$ cat src/itsup_params.svh
/*
 Constants for the interrupt task supervisor: register byte offsets, field positions,
 reset values and timing counts. Assumes inclusion from the supervisor sources only.
*/
`ifndef ITSUP_PARAMS_SVH
`define ITSUP_PARAMS_SVH
`define ITSUP_OFF_PEAK_TIME 12'h000
`define ITSUP_OFF_PEAK_TASK 12'h004
`define ITSUP_OFF_FAULT_TASK 12'h008
`define ITSUP_OFF_STOP_TASK 12'h00C
`define ITSUP_OFF_FLAGS 12'h010
`define ITSUP_OFF_SETUP 12'h014
`define ITSUP_BIT_FIRST_SEEN 15
`define ITSUP_BIT_FAULT_KIND 15
`define ITSUP_BIT_DETECT_OFF 14
`define ITSUP_BIT_TASK_FAULT 0
`define ITSUP_BIT_UNIT_FAULT 1
`define ITSUP_BIT_REFRESH_STOP 2
`define ITSUP_INT_TASK_BASE 16'h8000
`define ITSUP_SETUP_RESET 16'h0000
`define ITSUP_TENTH_MS_NS 100000
`define ITSUP_LIMIT_MS 10
`define ITSUP_CLK_NS 4
`define ITSUP_TICK_CYCLES (`ITSUP_TENTH_MS_NS / `ITSUP_CLK_NS)
`define ITSUP_LIMIT_TICKS (`ITSUP_LIMIT_MS * 10)
`endif

$ cat src/itsup_pkg.sv
/*
 Types shared by the interrupt task supervisor files.
 Assumes the params header is compiled alongside.
*/
package itsup_pkg;
   typedef enum logic [2:0] {
      ITSUP_IDLE = 3'b001,
      ITSUP_RUN = 3'b010,
      ITSUP_OVER = 3'b100
   } itsup_state_t;
   typedef enum logic [1:0] {
      ITSUP_K_REFRESH = 2'h0,
      ITSUP_K_FAST = 2'h1,
      ITSUP_K_READ = 2'h2,
      ITSUP_K_WRITE = 2'h3
   } itsup_kind_t;
endpackage

$ cat src/itsup_timer.sv
/*
 Service timer: counts elapsed time of one interrupt task in tenth-millisecond ticks.
 Assumes start and stop pulses from the task engine, one clock domain.
*/
`timescale 1ns/1ps
`include "itsup_params.svh"
module itsup_timer #(
   parameter int TICK_CYCLES = `ITSUP_TICK_CYCLES
) (
   input wire logic sys_clk,
   input wire logic rst_b,
   input wire logic clear,
   input wire logic running,
   output logic [15:0] ticks
);
   logic [31:0] cycCount_r;

   always_ff @(posedge sys_clk) begin
      if (!rst_b || clear || !running) begin
         cycCount_r <= 32'h0;
         if (!rst_b || clear) begin
            ticks <= 16'h0;
         end
      end else if (cycCount_r == 32'(TICK_CYCLES - 1)) begin
         cycCount_r <= 32'h0;
         // Saturate so a runaway task cannot wrap back to a small time.
         if (ticks != 16'hFFFF) begin
            ticks <= ticks + 16'h1;
         end
      end else begin
         cycCount_r <= cycCount_r + 32'h1;
      end
   end
endmodule // itsup_timer

$ cat src/interrupt_task_supervisor.sv
/*
 Interrupt task supervisor top: peak service time tracking, task fault capture,
 duplicate refresh conflict detection and stop task capture, with an APB register slave.
 Assumes task engine and refresh machinery strobes are synchronous to sys_clk.
*/
// Implementation choices: the APB interface to the registers and the address map.
// What this block does
// - Keep longest interrupt service time in 0.1 ms units, cleared at start.
// - Peak task word holds 8000 to 80FF hex for longest task.
// - Set first-interrupt-seen bit on first interrupt after start.
// - Later tasks: longest task number in low byte, cleared at start.
// - Task fault flag rises only while fault detection is enabled.
// - Over 10 ms during refresh: kind bit clear, task number stored.
// - Duplicate refresh: kind bit set, unit number 0 to 95 stored.
// - Interrupt unit instruction hitting a busy same-kind or end refresh unit conflicts.
// - Program error stop stores active task: 80xx interrupt, 00xx cyclic.
// - Over 10 ms during refresh: set unit fault flag, stop unit refresh.
// - Conflicting instruction skipped, no instruction error, cyclic refresh continues.
// - Setup bit 14: 0 enables fault detection, 1 disables; default 0.
`timescale 1ns/1ps
`include "itsup_params.svh"
module interrupt_task_supervisor
   import itsup_pkg::*;
#(
   parameter int TICK_CYCLES = `ITSUP_TICK_CYCLES,
   parameter int LIMIT_TICKS = `ITSUP_LIMIT_TICKS,
   parameter int MAX_UNIT = 95
) (
   input wire logic sys_clk,
   input wire logic rst_b,
   input wire logic opStart,
   input wire logic intStart,
   input wire logic intEnd,
   input wire logic [7:0] intTask,
   input wire logic unitRefreshActive,
   input wire logic instrValid,
   input wire logic [1:0] instrKind,
   input wire logic [6:0] instrUnit,
   input wire logic [3:0] cyclicBusyKinds,
   input wire logic [6:0] cyclicBusyUnit,
   input wire logic endRefreshBusy,
   input wire logic [6:0] endRefreshUnit,
   input wire logic progErrorStop,
   input wire logic stopIsInterrupt,
   input wire logic [7:0] stopTask,
   input wire logic psel,
   input wire logic penable,
   input wire logic pwrite,
   input wire logic [11:0] paddr,
   input wire logic [31:0] pwdata,
   output logic [31:0] prdata,
   output logic pready,
   output logic pslverr,
   output logic instrSkip,
   output logic unitRefreshStop,
   output logic specialUnitFault,
   output logic taskFault
);
   itsup_state_t state_r;
   logic [15:0] ticks;
   logic [15:0] peakTime_r;
   logic [15:0] peakTask_r;
   logic [15:0] faultTask_r;
   logic [15:0] stopTaskWord_r;
   logic [15:0] setup_r;
   logic [7:0] curTask_r;

   logic timerClear;
   logic timerRun;
   logic detectEn;
   logic overLimit;
   logic cyclicHit;
   logic endHit;
   logic conflict;
   logic newPeak;

   logic apbWrite;
   logic setupPhase;
   logic [31:0] readWord_nxt;
   logic readErr_nxt;

   function automatic logic [15:0] intCode(input logic [7:0] num);
      intCode = `ITSUP_INT_TASK_BASE | {8'h00, num};
   endfunction

   // Unit numbers above the last expansion unit never match.
   function automatic logic unitMatch(input logic [6:0] a, input logic [6:0] b);
      unitMatch = (a == b) && (a <= 7'(MAX_UNIT));
   endfunction

   // Every register is a 16-bit word; the upper half of the bus always reads as zero.
   function automatic logic [31:0] widen(input logic [15:0] w);
      widen = {16'h0000, w};
   endfunction

   function automatic logic writable(input logic [11:0] a);
      writable = (a == `ITSUP_OFF_SETUP);
   endfunction

   // Fault word: kind bit clear for an overlong task, set for a duplicate refresh.
   function automatic logic [15:0] faultCode(input logic kind, input logic [11:0] num);
      faultCode = {kind, 3'b000, num};
   endfunction

   // Cyclic tasks only span 0 to 31, so the upper task bits are dropped for them.
   function automatic logic [15:0] stopCode(input logic isInt, input logic [7:0] num);
      stopCode = isInt ? intCode(num) : {11'h000, num[4:0]};
   endfunction

   // The timer restarts on every task start, so each task is timed on its own.
   itsup_timer #(
      .TICK_CYCLES(TICK_CYCLES)
   ) u_timer (
      .sys_clk(sys_clk),
      .rst_b(rst_b),
      .clear(timerClear),
      .running(timerRun),
      .ticks(ticks)
   );

   assign timerClear = intStart || opStart;
   assign timerRun = (state_r != ITSUP_IDLE);
   // A set setup bit turns detection off, so the reset default leaves it on.
   assign detectEn = !setup_r[`ITSUP_BIT_DETECT_OFF];
   // Checked while the task still runs, so unit refresh stops before the task ends.
   assign overLimit = (state_r == ITSUP_RUN) && unitRefreshActive
      && (ticks >= 16'(LIMIT_TICKS));
   // A conflict needs a busy cyclic instruction of the same kind, or end refresh.
   assign cyclicHit = cyclicBusyKinds[instrKind] && unitMatch(instrUnit, cyclicBusyUnit);
   assign endHit = endRefreshBusy && unitMatch(instrUnit, endRefreshUnit);
   assign conflict = instrValid && (state_r != ITSUP_IDLE)
      && (cyclicHit || endHit);
   assign apbWrite = psel && penable && pwrite;
   assign setupPhase = psel && !penable;
   assign newPeak = intEnd && (state_r != ITSUP_IDLE)
      && (!peakTask_r[`ITSUP_BIT_FIRST_SEEN] || (ticks > peakTime_r));

   always_ff @(posedge sys_clk) begin
      if (!rst_b || opStart) begin
         state_r <= ITSUP_IDLE;
      end else begin
         case (state_r)
            ITSUP_IDLE: begin
               if (intStart) begin
                  state_r <= ITSUP_RUN;
               end
            end
            ITSUP_RUN: begin
               if (intEnd) begin
                  state_r <= ITSUP_IDLE;
               end else if (overLimit) begin
                  state_r <= ITSUP_OVER;
               end
            end
            // An overlong task parks here so its fault fires only once.
            ITSUP_OVER: begin
               if (intEnd) begin
                  state_r <= ITSUP_IDLE;
               end
            end
            default: begin
               state_r <= ITSUP_IDLE;
            end
         endcase
      end
   end

   // The task number is latched only on a start taken from idle, with the state change.
   always_ff @(posedge sys_clk) begin
      if (!rst_b || opStart) begin
         curTask_r <= 8'h00;
      end else if ((state_r == ITSUP_IDLE) && intStart) begin
         curTask_r <= intTask;
      end
   end

   // Peak time compares on the end pulse, so the final partial tick is not counted as elapsed.
   always_ff @(posedge sys_clk) begin
      if (!rst_b || opStart) begin
         peakTime_r <= 16'h0000;
      end else if (newPeak) begin
         peakTime_r <= ticks;
      end
   end

   always_ff @(posedge sys_clk) begin
      if (!rst_b || opStart) begin
         peakTask_r <= 16'h0000;
      end else if (newPeak) begin
         peakTask_r <= intCode(curTask_r);
      end
   end

   // Fault state is sticky until the next start so software can read it later.
   // Over limit takes the fault word when both faults strike in one cycle.
   always_ff @(posedge sys_clk) begin
      if (!rst_b || opStart) begin
         taskFault <= 1'b0;
         faultTask_r <= 16'h0000;
      end else if (overLimit && detectEn) begin
         taskFault <= 1'b1;
         faultTask_r <= faultCode(1'b0, {4'h0, curTask_r});
      end else if (conflict && detectEn) begin
         taskFault <= 1'b1;
         faultTask_r <= faultCode(1'b1, {5'h00, instrUnit});
      end
   end

   // The unit side reacts to an overlong task whether or not detection is enabled.
   always_ff @(posedge sys_clk) begin
      if (!rst_b || opStart) begin
         specialUnitFault <= 1'b0;
         unitRefreshStop <= 1'b0;
      end else if (overLimit) begin
         specialUnitFault <= 1'b1;
         unitRefreshStop <= 1'b1;
      end
   end

   // The skip strobe never raises an instruction error; cyclic refresh is untouched.
   always_ff @(posedge sys_clk) begin
      if (!rst_b) begin
         instrSkip <= 1'b0;
      end else begin
         instrSkip <= conflict;
      end
   end

   always_ff @(posedge sys_clk) begin
      if (!rst_b || opStart) begin
         stopTaskWord_r <= 16'h0000;
      end else if (progErrorStop) begin
         stopTaskWord_r <= stopCode(stopIsInterrupt, stopTask);
      end
   end

   // Setup survives a start of operation; only reset restores the default.
   always_ff @(posedge sys_clk) begin
      if (!rst_b) begin
         setup_r <= `ITSUP_SETUP_RESET;
      end else if (apbWrite && writable(paddr)) begin
         setup_r <= pwdata[15:0];
      end
   end

   // Reads are fetched in the setup phase so the access phase answers in one cycle.
   always_comb begin
      readWord_nxt = 32'h00000000;
      readErr_nxt = 1'b0;
      if (paddr == `ITSUP_OFF_PEAK_TIME) begin
         readWord_nxt = widen(peakTime_r);
      end else if (paddr == `ITSUP_OFF_PEAK_TASK) begin
         readWord_nxt = widen(peakTask_r);
      end else if (paddr == `ITSUP_OFF_FAULT_TASK) begin
         readWord_nxt = widen(faultTask_r);
      end else if (paddr == `ITSUP_OFF_STOP_TASK) begin
         readWord_nxt = widen(stopTaskWord_r);
      end else if (paddr == `ITSUP_OFF_FLAGS) begin
         readWord_nxt = {29'h0, unitRefreshStop, specialUnitFault, taskFault};
      end else if (paddr == `ITSUP_OFF_SETUP) begin
         readWord_nxt = widen(setup_r);
      end else begin
         readErr_nxt = 1'b1;
      end
      // Writes to the read-only words are refused rather than silently dropped.
      if (pwrite && !writable(paddr)) begin
         readErr_nxt = 1'b1;
      end
   end

   // Zero wait states: the answer stands for exactly the access cycle.
   always_ff @(posedge sys_clk) begin
      if (!rst_b) begin
         pready <= 1'b0;
      end else begin
         pready <= setupPhase;
      end
   end

   // Read data only moves on a setup cycle, so an idle bus keeps the last answer.
   always_ff @(posedge sys_clk) begin
      if (!rst_b) begin
         prdata <= 32'h00000000;
      end else if (setupPhase) begin
         prdata <= readWord_nxt;
      end
   end

   // The error flag is a one-cycle answer like ready, never a sticky state.
   always_ff @(posedge sys_clk) begin
      if (!rst_b) begin
         pslverr <= 1'b0;
      end else begin
         pslverr <= setupPhase && readErr_nxt;
      end
   end
endmodule // interrupt_task_supervisor

$ cat config.mk
export PLATFORM = sky130hd
export DESIGN_NAME = interrupt_task_supervisor
export DESIGN_NICKNAME = d
export VERILOG_FILES = /design/src/itsup_pkg.sv /design/src/itsup_timer.sv /design/src/interrupt_task_supervisor.sv
export VERILOG_INCLUDE_DIRS = /design/src
export SDC_FILE = /design/constraint.sdc
export NUM_CORES = 1
export LEC_CHECK = 0
export BUFFER_PORTS_ARGS = -buffer_cell sky130_fd_sc_hd__buf_2
export CORE_MARGIN = 2
export CORE_UTILIZATION = 30
export CTS_BUF_LIST = sky130_fd_sc_hd__clkbuf_8
export CTS_CLUSTER_SIZE = 30
export DETAILED_ROUTE_END_ITERATION = 10
export PLACE_DENSITY_LB_ADDON = 0.15
export SYNTH_ARGS = -nofsm -noshare
export SYNTH_HDL_FRONTEND = slang
export SYNTH_HIERARCHICAL = 1
export SYNTH_SLANG_ARGS = --single-unit
$ cat constraint.sdc
create_clock -name sys_clk -period 5 [get_ports sys_clk]
set_clock_uncertainty 0.1 [all_clocks]
set_input_delay 0.75 -clock sys_clk [delete_from_list [all_inputs] [get_ports sys_clk]]
set_output_delay 0.75 -clock sys_clk [all_outputs]
set_load 0.02 [all_outputs]
==> load_flow_metrics.sql <==
INSERT INTO impl_metrics (metric_group, metric, value, unit) VALUES
('clock_network', 'cts_root_buf', 'sky130_fd_sc_hd__clkbuf_8', ''),
('synthesis', 'synthesized_instance_count', '785', ''),
('sta', 'drv_slew', '0', ''),
('clock_network', 'postCtsResizedCells', '0', ''),
('synthesis', 'leading_cell_types_by_total_area_after_synthesis', 'sky130_fd_sc_hd__dfxtp_1, sky130_fd_sc_hd__mux2i_1, sky130_fd_sc_hd__edfxtp_1, sky130_fd_sc_hd__nor2_1, sky130_fd_sc_hd__ha_1', ''),
('min_path', 'hp-start', 'u_timer/cycCount_r[0]', ''),
('sta', 'setup_viol', '0', ''),
('critical_path', 'worst-r2r-setup-slack', '1.83', 'ns'),
('power_and_ir_drop', 'report.power.total', '2.26', 'mW'),
('detailed_routing', 'wirelength', '17.4', 'mm'),
('synthesis', 'synth-edff-count', '16', ''),
('clock_network', 'cts.hold.buffers_added', '0', ''),
('layout', 'final_cell_area', '8190', 'um^2'),
('sta', 'unrepaired_setup_endpoints_after_global_routing', 'false', ''),
('critical_path', 'worst-path-buf-inv', '0', ''),
('power_and_ir_drop', 'worst_ir_drop_vdd', '0.133', 'mV'),
('critical_path', 'worst_ep_required_time', '5.20', 'ns'),
('global_route', 'grt_pass1_wl', '28.3', 'mm'),
('layout', 'area_delta_synth_final', '14.3', '%'),
('floorplanning', 'die_x', '158', 'um'),
('clock_network', 'cts_setup_buffers', '0', ''),
('critical_path', 'cp.depth', '7', ''),
('floorplanning', 'rows', '56', ''),
('floorplanning', 'start_util', '30.5', '%'),
('floorplanning', 'die_height', '158', 'um'),
('critical_path', 'endpoint_kind', 'register', ''),
('detailed_routing', 'dr_total_vias', '5757', ''),
('detailed_routing', 'postRouteAntennaNets', '0', ''),
('layout', 'fillCellCount', '2504', ''),
('synthesis', 'synthesis.yosys.warnings', '6', ''),
('global_route', 'antenna_found_initial', '1', ''),
('synthesis', 'synth-seq-cells', '139', ''),
('clock_network', 'cts_made_buffers', '17', ''),
('critical_path', 'timing.reg2reg.worst_path_depth', '7', ''),
('synthesis', 'synth_seq_area_share', '41.1', '%'),
('clock_network', 'clockBufferDepth', '2', ''),
('critical_path', 'critPathLaunchType', 'register', ''),
('sta', 'tightest_slew_margin_relative_to_the_limit', '27.4', '%'),
('sta', 'final.period_utilization', '63.4', '%'),
('synthesis', 'synth-main-ff-cell', 'sky130_fd_sc_hd__dfxtp_1', ''),
('detailed_routing', 'drtPass1Iterations', '4', ''),
('sta', 'finalSetupTns', '0', 'ns'),
('sta', 'final_hold_viol_count', '0', ''),
('critical_path', 'regToRegStartpoint', 'u_timer/ticks[15]', ''),
('clock_network', 'clk_transition_reported_paths', '0.09', 'ns'),
('layout', 'post_layout_net_count', '988', ''),
('power_and_ir_drop', 'leakagePower', '3.08', 'nW'),
('sta', 'achievable-frequency', '0.316', 'GHz'),
('run_status', 'outcome', 'finished, final reports clean', ''),
('critical_path', 'cpLargestDelayFamily', 'compound AO/OA/AOI/OAI gates', ''),
('layout', 'final_layout_size_suffix_gt1_share', '18.6', '%'),
('placement', 'dpl.cell_count', '1170', ''),
('clock_network', 'tritoncts', 'yes', ''),
('synthesis', 'synth.cell_area', '7160', 'um^2'),
('clock_network', 'worstSkewPairLatency', '0.45', 'ns'),
('synthesis', 'synth.top_cell.area_share', '34.4', '%'),
('detailed_routing', 'wl_per_cell', '14.5', 'um'),
('clock_network', 'cts_sink_cnt', '139', ''),
('floorplanning', 'die_outline_area', '25100', 'um^2'),
('global_route', 'vias_in_the_first_global_route', '5421', ''),
('layout', 'layout.cells.non_filler', '1203', ''),
('global_route', 'grt_start_max_net_pins', '51', ''),
('placement', 'detailed_place.area', '7800', 'um^2'),
('placement', 'hpwl_after_detailed_placement', '12.6', 'mm'),
('floorplanning', 'design.core.area', '23500', 'um^2'),
('synthesis', 'synthDominantAreaCellType', 'sky130_fd_sc_hd__dfxtp_1', ''),
('critical_path', 'cp_max_fo', '24', ''),
('synthesis', 'synth_area_per_cell', '9.12', 'um^2'),
('min_path', 'min_path_type', 'register to register', ''),
('detailed_routing', 'drt_iter0_drc', '292', ''),
('floorplanning', 'count_of_pins_on_the_block_boundary', '138', '');
-- synth_stat cells, types with 7 or more instances --
cell type	instances
sky130_fd_sc_hd__and2_1	8
sky130_fd_sc_hd__a221oi_1	8
sky130_fd_sc_hd__ha_1	18
sky130_fd_sc_hd__nand3_1	22
sky130_fd_sc_hd__nor3_1	10
sky130_fd_sc_hd__nor2b_1	29
sky130_fd_sc_hd__a21oi_1	42
sky130_fd_sc_hd__inv_1	27
sky130_fd_sc_hd__nor2_1	91
sky130_fd_sc_hd__dfxtp_1	123
sky130_fd_sc_hd__xnor2_1	14
sky130_fd_sc_hd__nand2_1	51
sky130_fd_sc_hd__o31ai_1	11
sky130_fd_sc_hd__mux2i_1	58
sky130_fd_sc_hd__nor4_1	14
sky130_fd_sc_hd__buf_4	20
sky130_fd_sc_hd__nand2b_1	8
sky130_fd_sc_hd__edfxtp_1	16
sky130_fd_sc_hd__buf_6	8
sky130_fd_sc_hd__clkbuf_1	24
sky130_fd_sc_hd__o21ai_0	26
sky130_fd_sc_hd__nand4_1	26
sky130_fd_sc_hd__xor2_1	24
sky130_fd_sc_hd__and3_1	7
sky130_fd_sc_hd__or4_1	9
sky130_fd_sc_hd__or3_1	8
-- metal layers --
| layer | global-route usage [%] | routed length, um |
|---|---|---|
| met5 | 0 | 0 |
| met4 | 5.62 | 431 |
| met3 | 3.29 | 777 |
| met2 | 22.8 | 7780 |
| met1 | 18.8 | 8460 |
-- where the power goes --
| group | total (mW) | switching (mW) | internal [mW] |
|---|---|---|---|
| registers | 1.16 | 0.0192 | 1.14 |
| clock network | 0.917 | 0.503 | 0.414 |
| logic | 0.185 | 0.110 | 0.0754 |
| total | 2.26 | 0.632 | 1.63 |
-- state kept, by name, indices dropped and copies added (netlist names) --
register,flops
prdata,16
u_timer/ticks,16
peakTask_r,9
pslverr,1
peakTime_r,16
curTask_r,8
u_timer/cycCount_r,32
specialUnitFault,1
pready,1
setup_r,16
state_r,3
stopTaskWord_r,9
instrSkip,1
faultTask_r,9
taskFault,1
-- cell families (layout without fill, tap and decap cells) --
group                      Yosys count  count (layout)  share of synthesized area [%]
adders and majority gates           18              18                           3.15
muxes                               59              59                           8.42
AOI/OAI and AO/OA                  136             136                           12.5
buffers and inverters               83             166                           6.48
other                                1              17                         0.0524
xor gates and xnor gates            38              38                           4.65
and+or+nand+nor                    311             311                           23.7
DFF                                139             139                           41.1
-- stage by stage --
step           hold WS (ns)  worst slack, ns
4_1_cts               0.353             1.73
6_report              0.346             1.83
5_1_grt               0.371             1.53
2_1_floorplan         0.313             2.62
3_3_place_gp          0.331             1.61
3_5_place_dp          0.341             1.60
-- how the worst max path moves through the flow --
stage                      startpoint       endpoint
floorplan                    paddr[0]    setup_r[10]
global placement             paddr[0]     setup_r[3]
detailed placement           paddr[0]    setup_r[10]
CTS                 u_timer/ticks[13]  peakTime_r[4]
global route        u_timer/ticks[15]  peakTask_r[3]
finish              u_timer/ticks[15]  peakTime_r[4]
-- placed cells by master, fill, tap and decap left out, drive strengths merged, types with 3 or more instances in the layout --
cell    count
nor4       15
nor2b      29
nor2       91
o31ai      11
mux2i      58
o221ai      6
a211oi      3
a31oi       4
nand4      30
dfxtp     123
a221oi      8
xnor2      14
or3         8
nor3       11
and3        7
ha         18
o22ai       6
a22oi       6
and2       10
inv        38
nand2      53
conb       16
nand3      23
edfxtp     16
o21ai      28
and4        8
buf       107
clkbuf     17
or4        11
nand2b      8
a22o        6
xor2       24
a21oi      45
a21o        4
-- cell type report --
type                            count  area share (%)
Multi-Input combinational cell    578            46.6
Sequential cell                   139            35.9
Timing Repair Buffer              107            6.60
Tap cell                          319            4.88
Clock buffer                       17            2.86
Clock inverter                     15            1.88
Inverter                           27            1.24
Antenna cell                        1          0.0306
(Power assumes the default switching activity.)
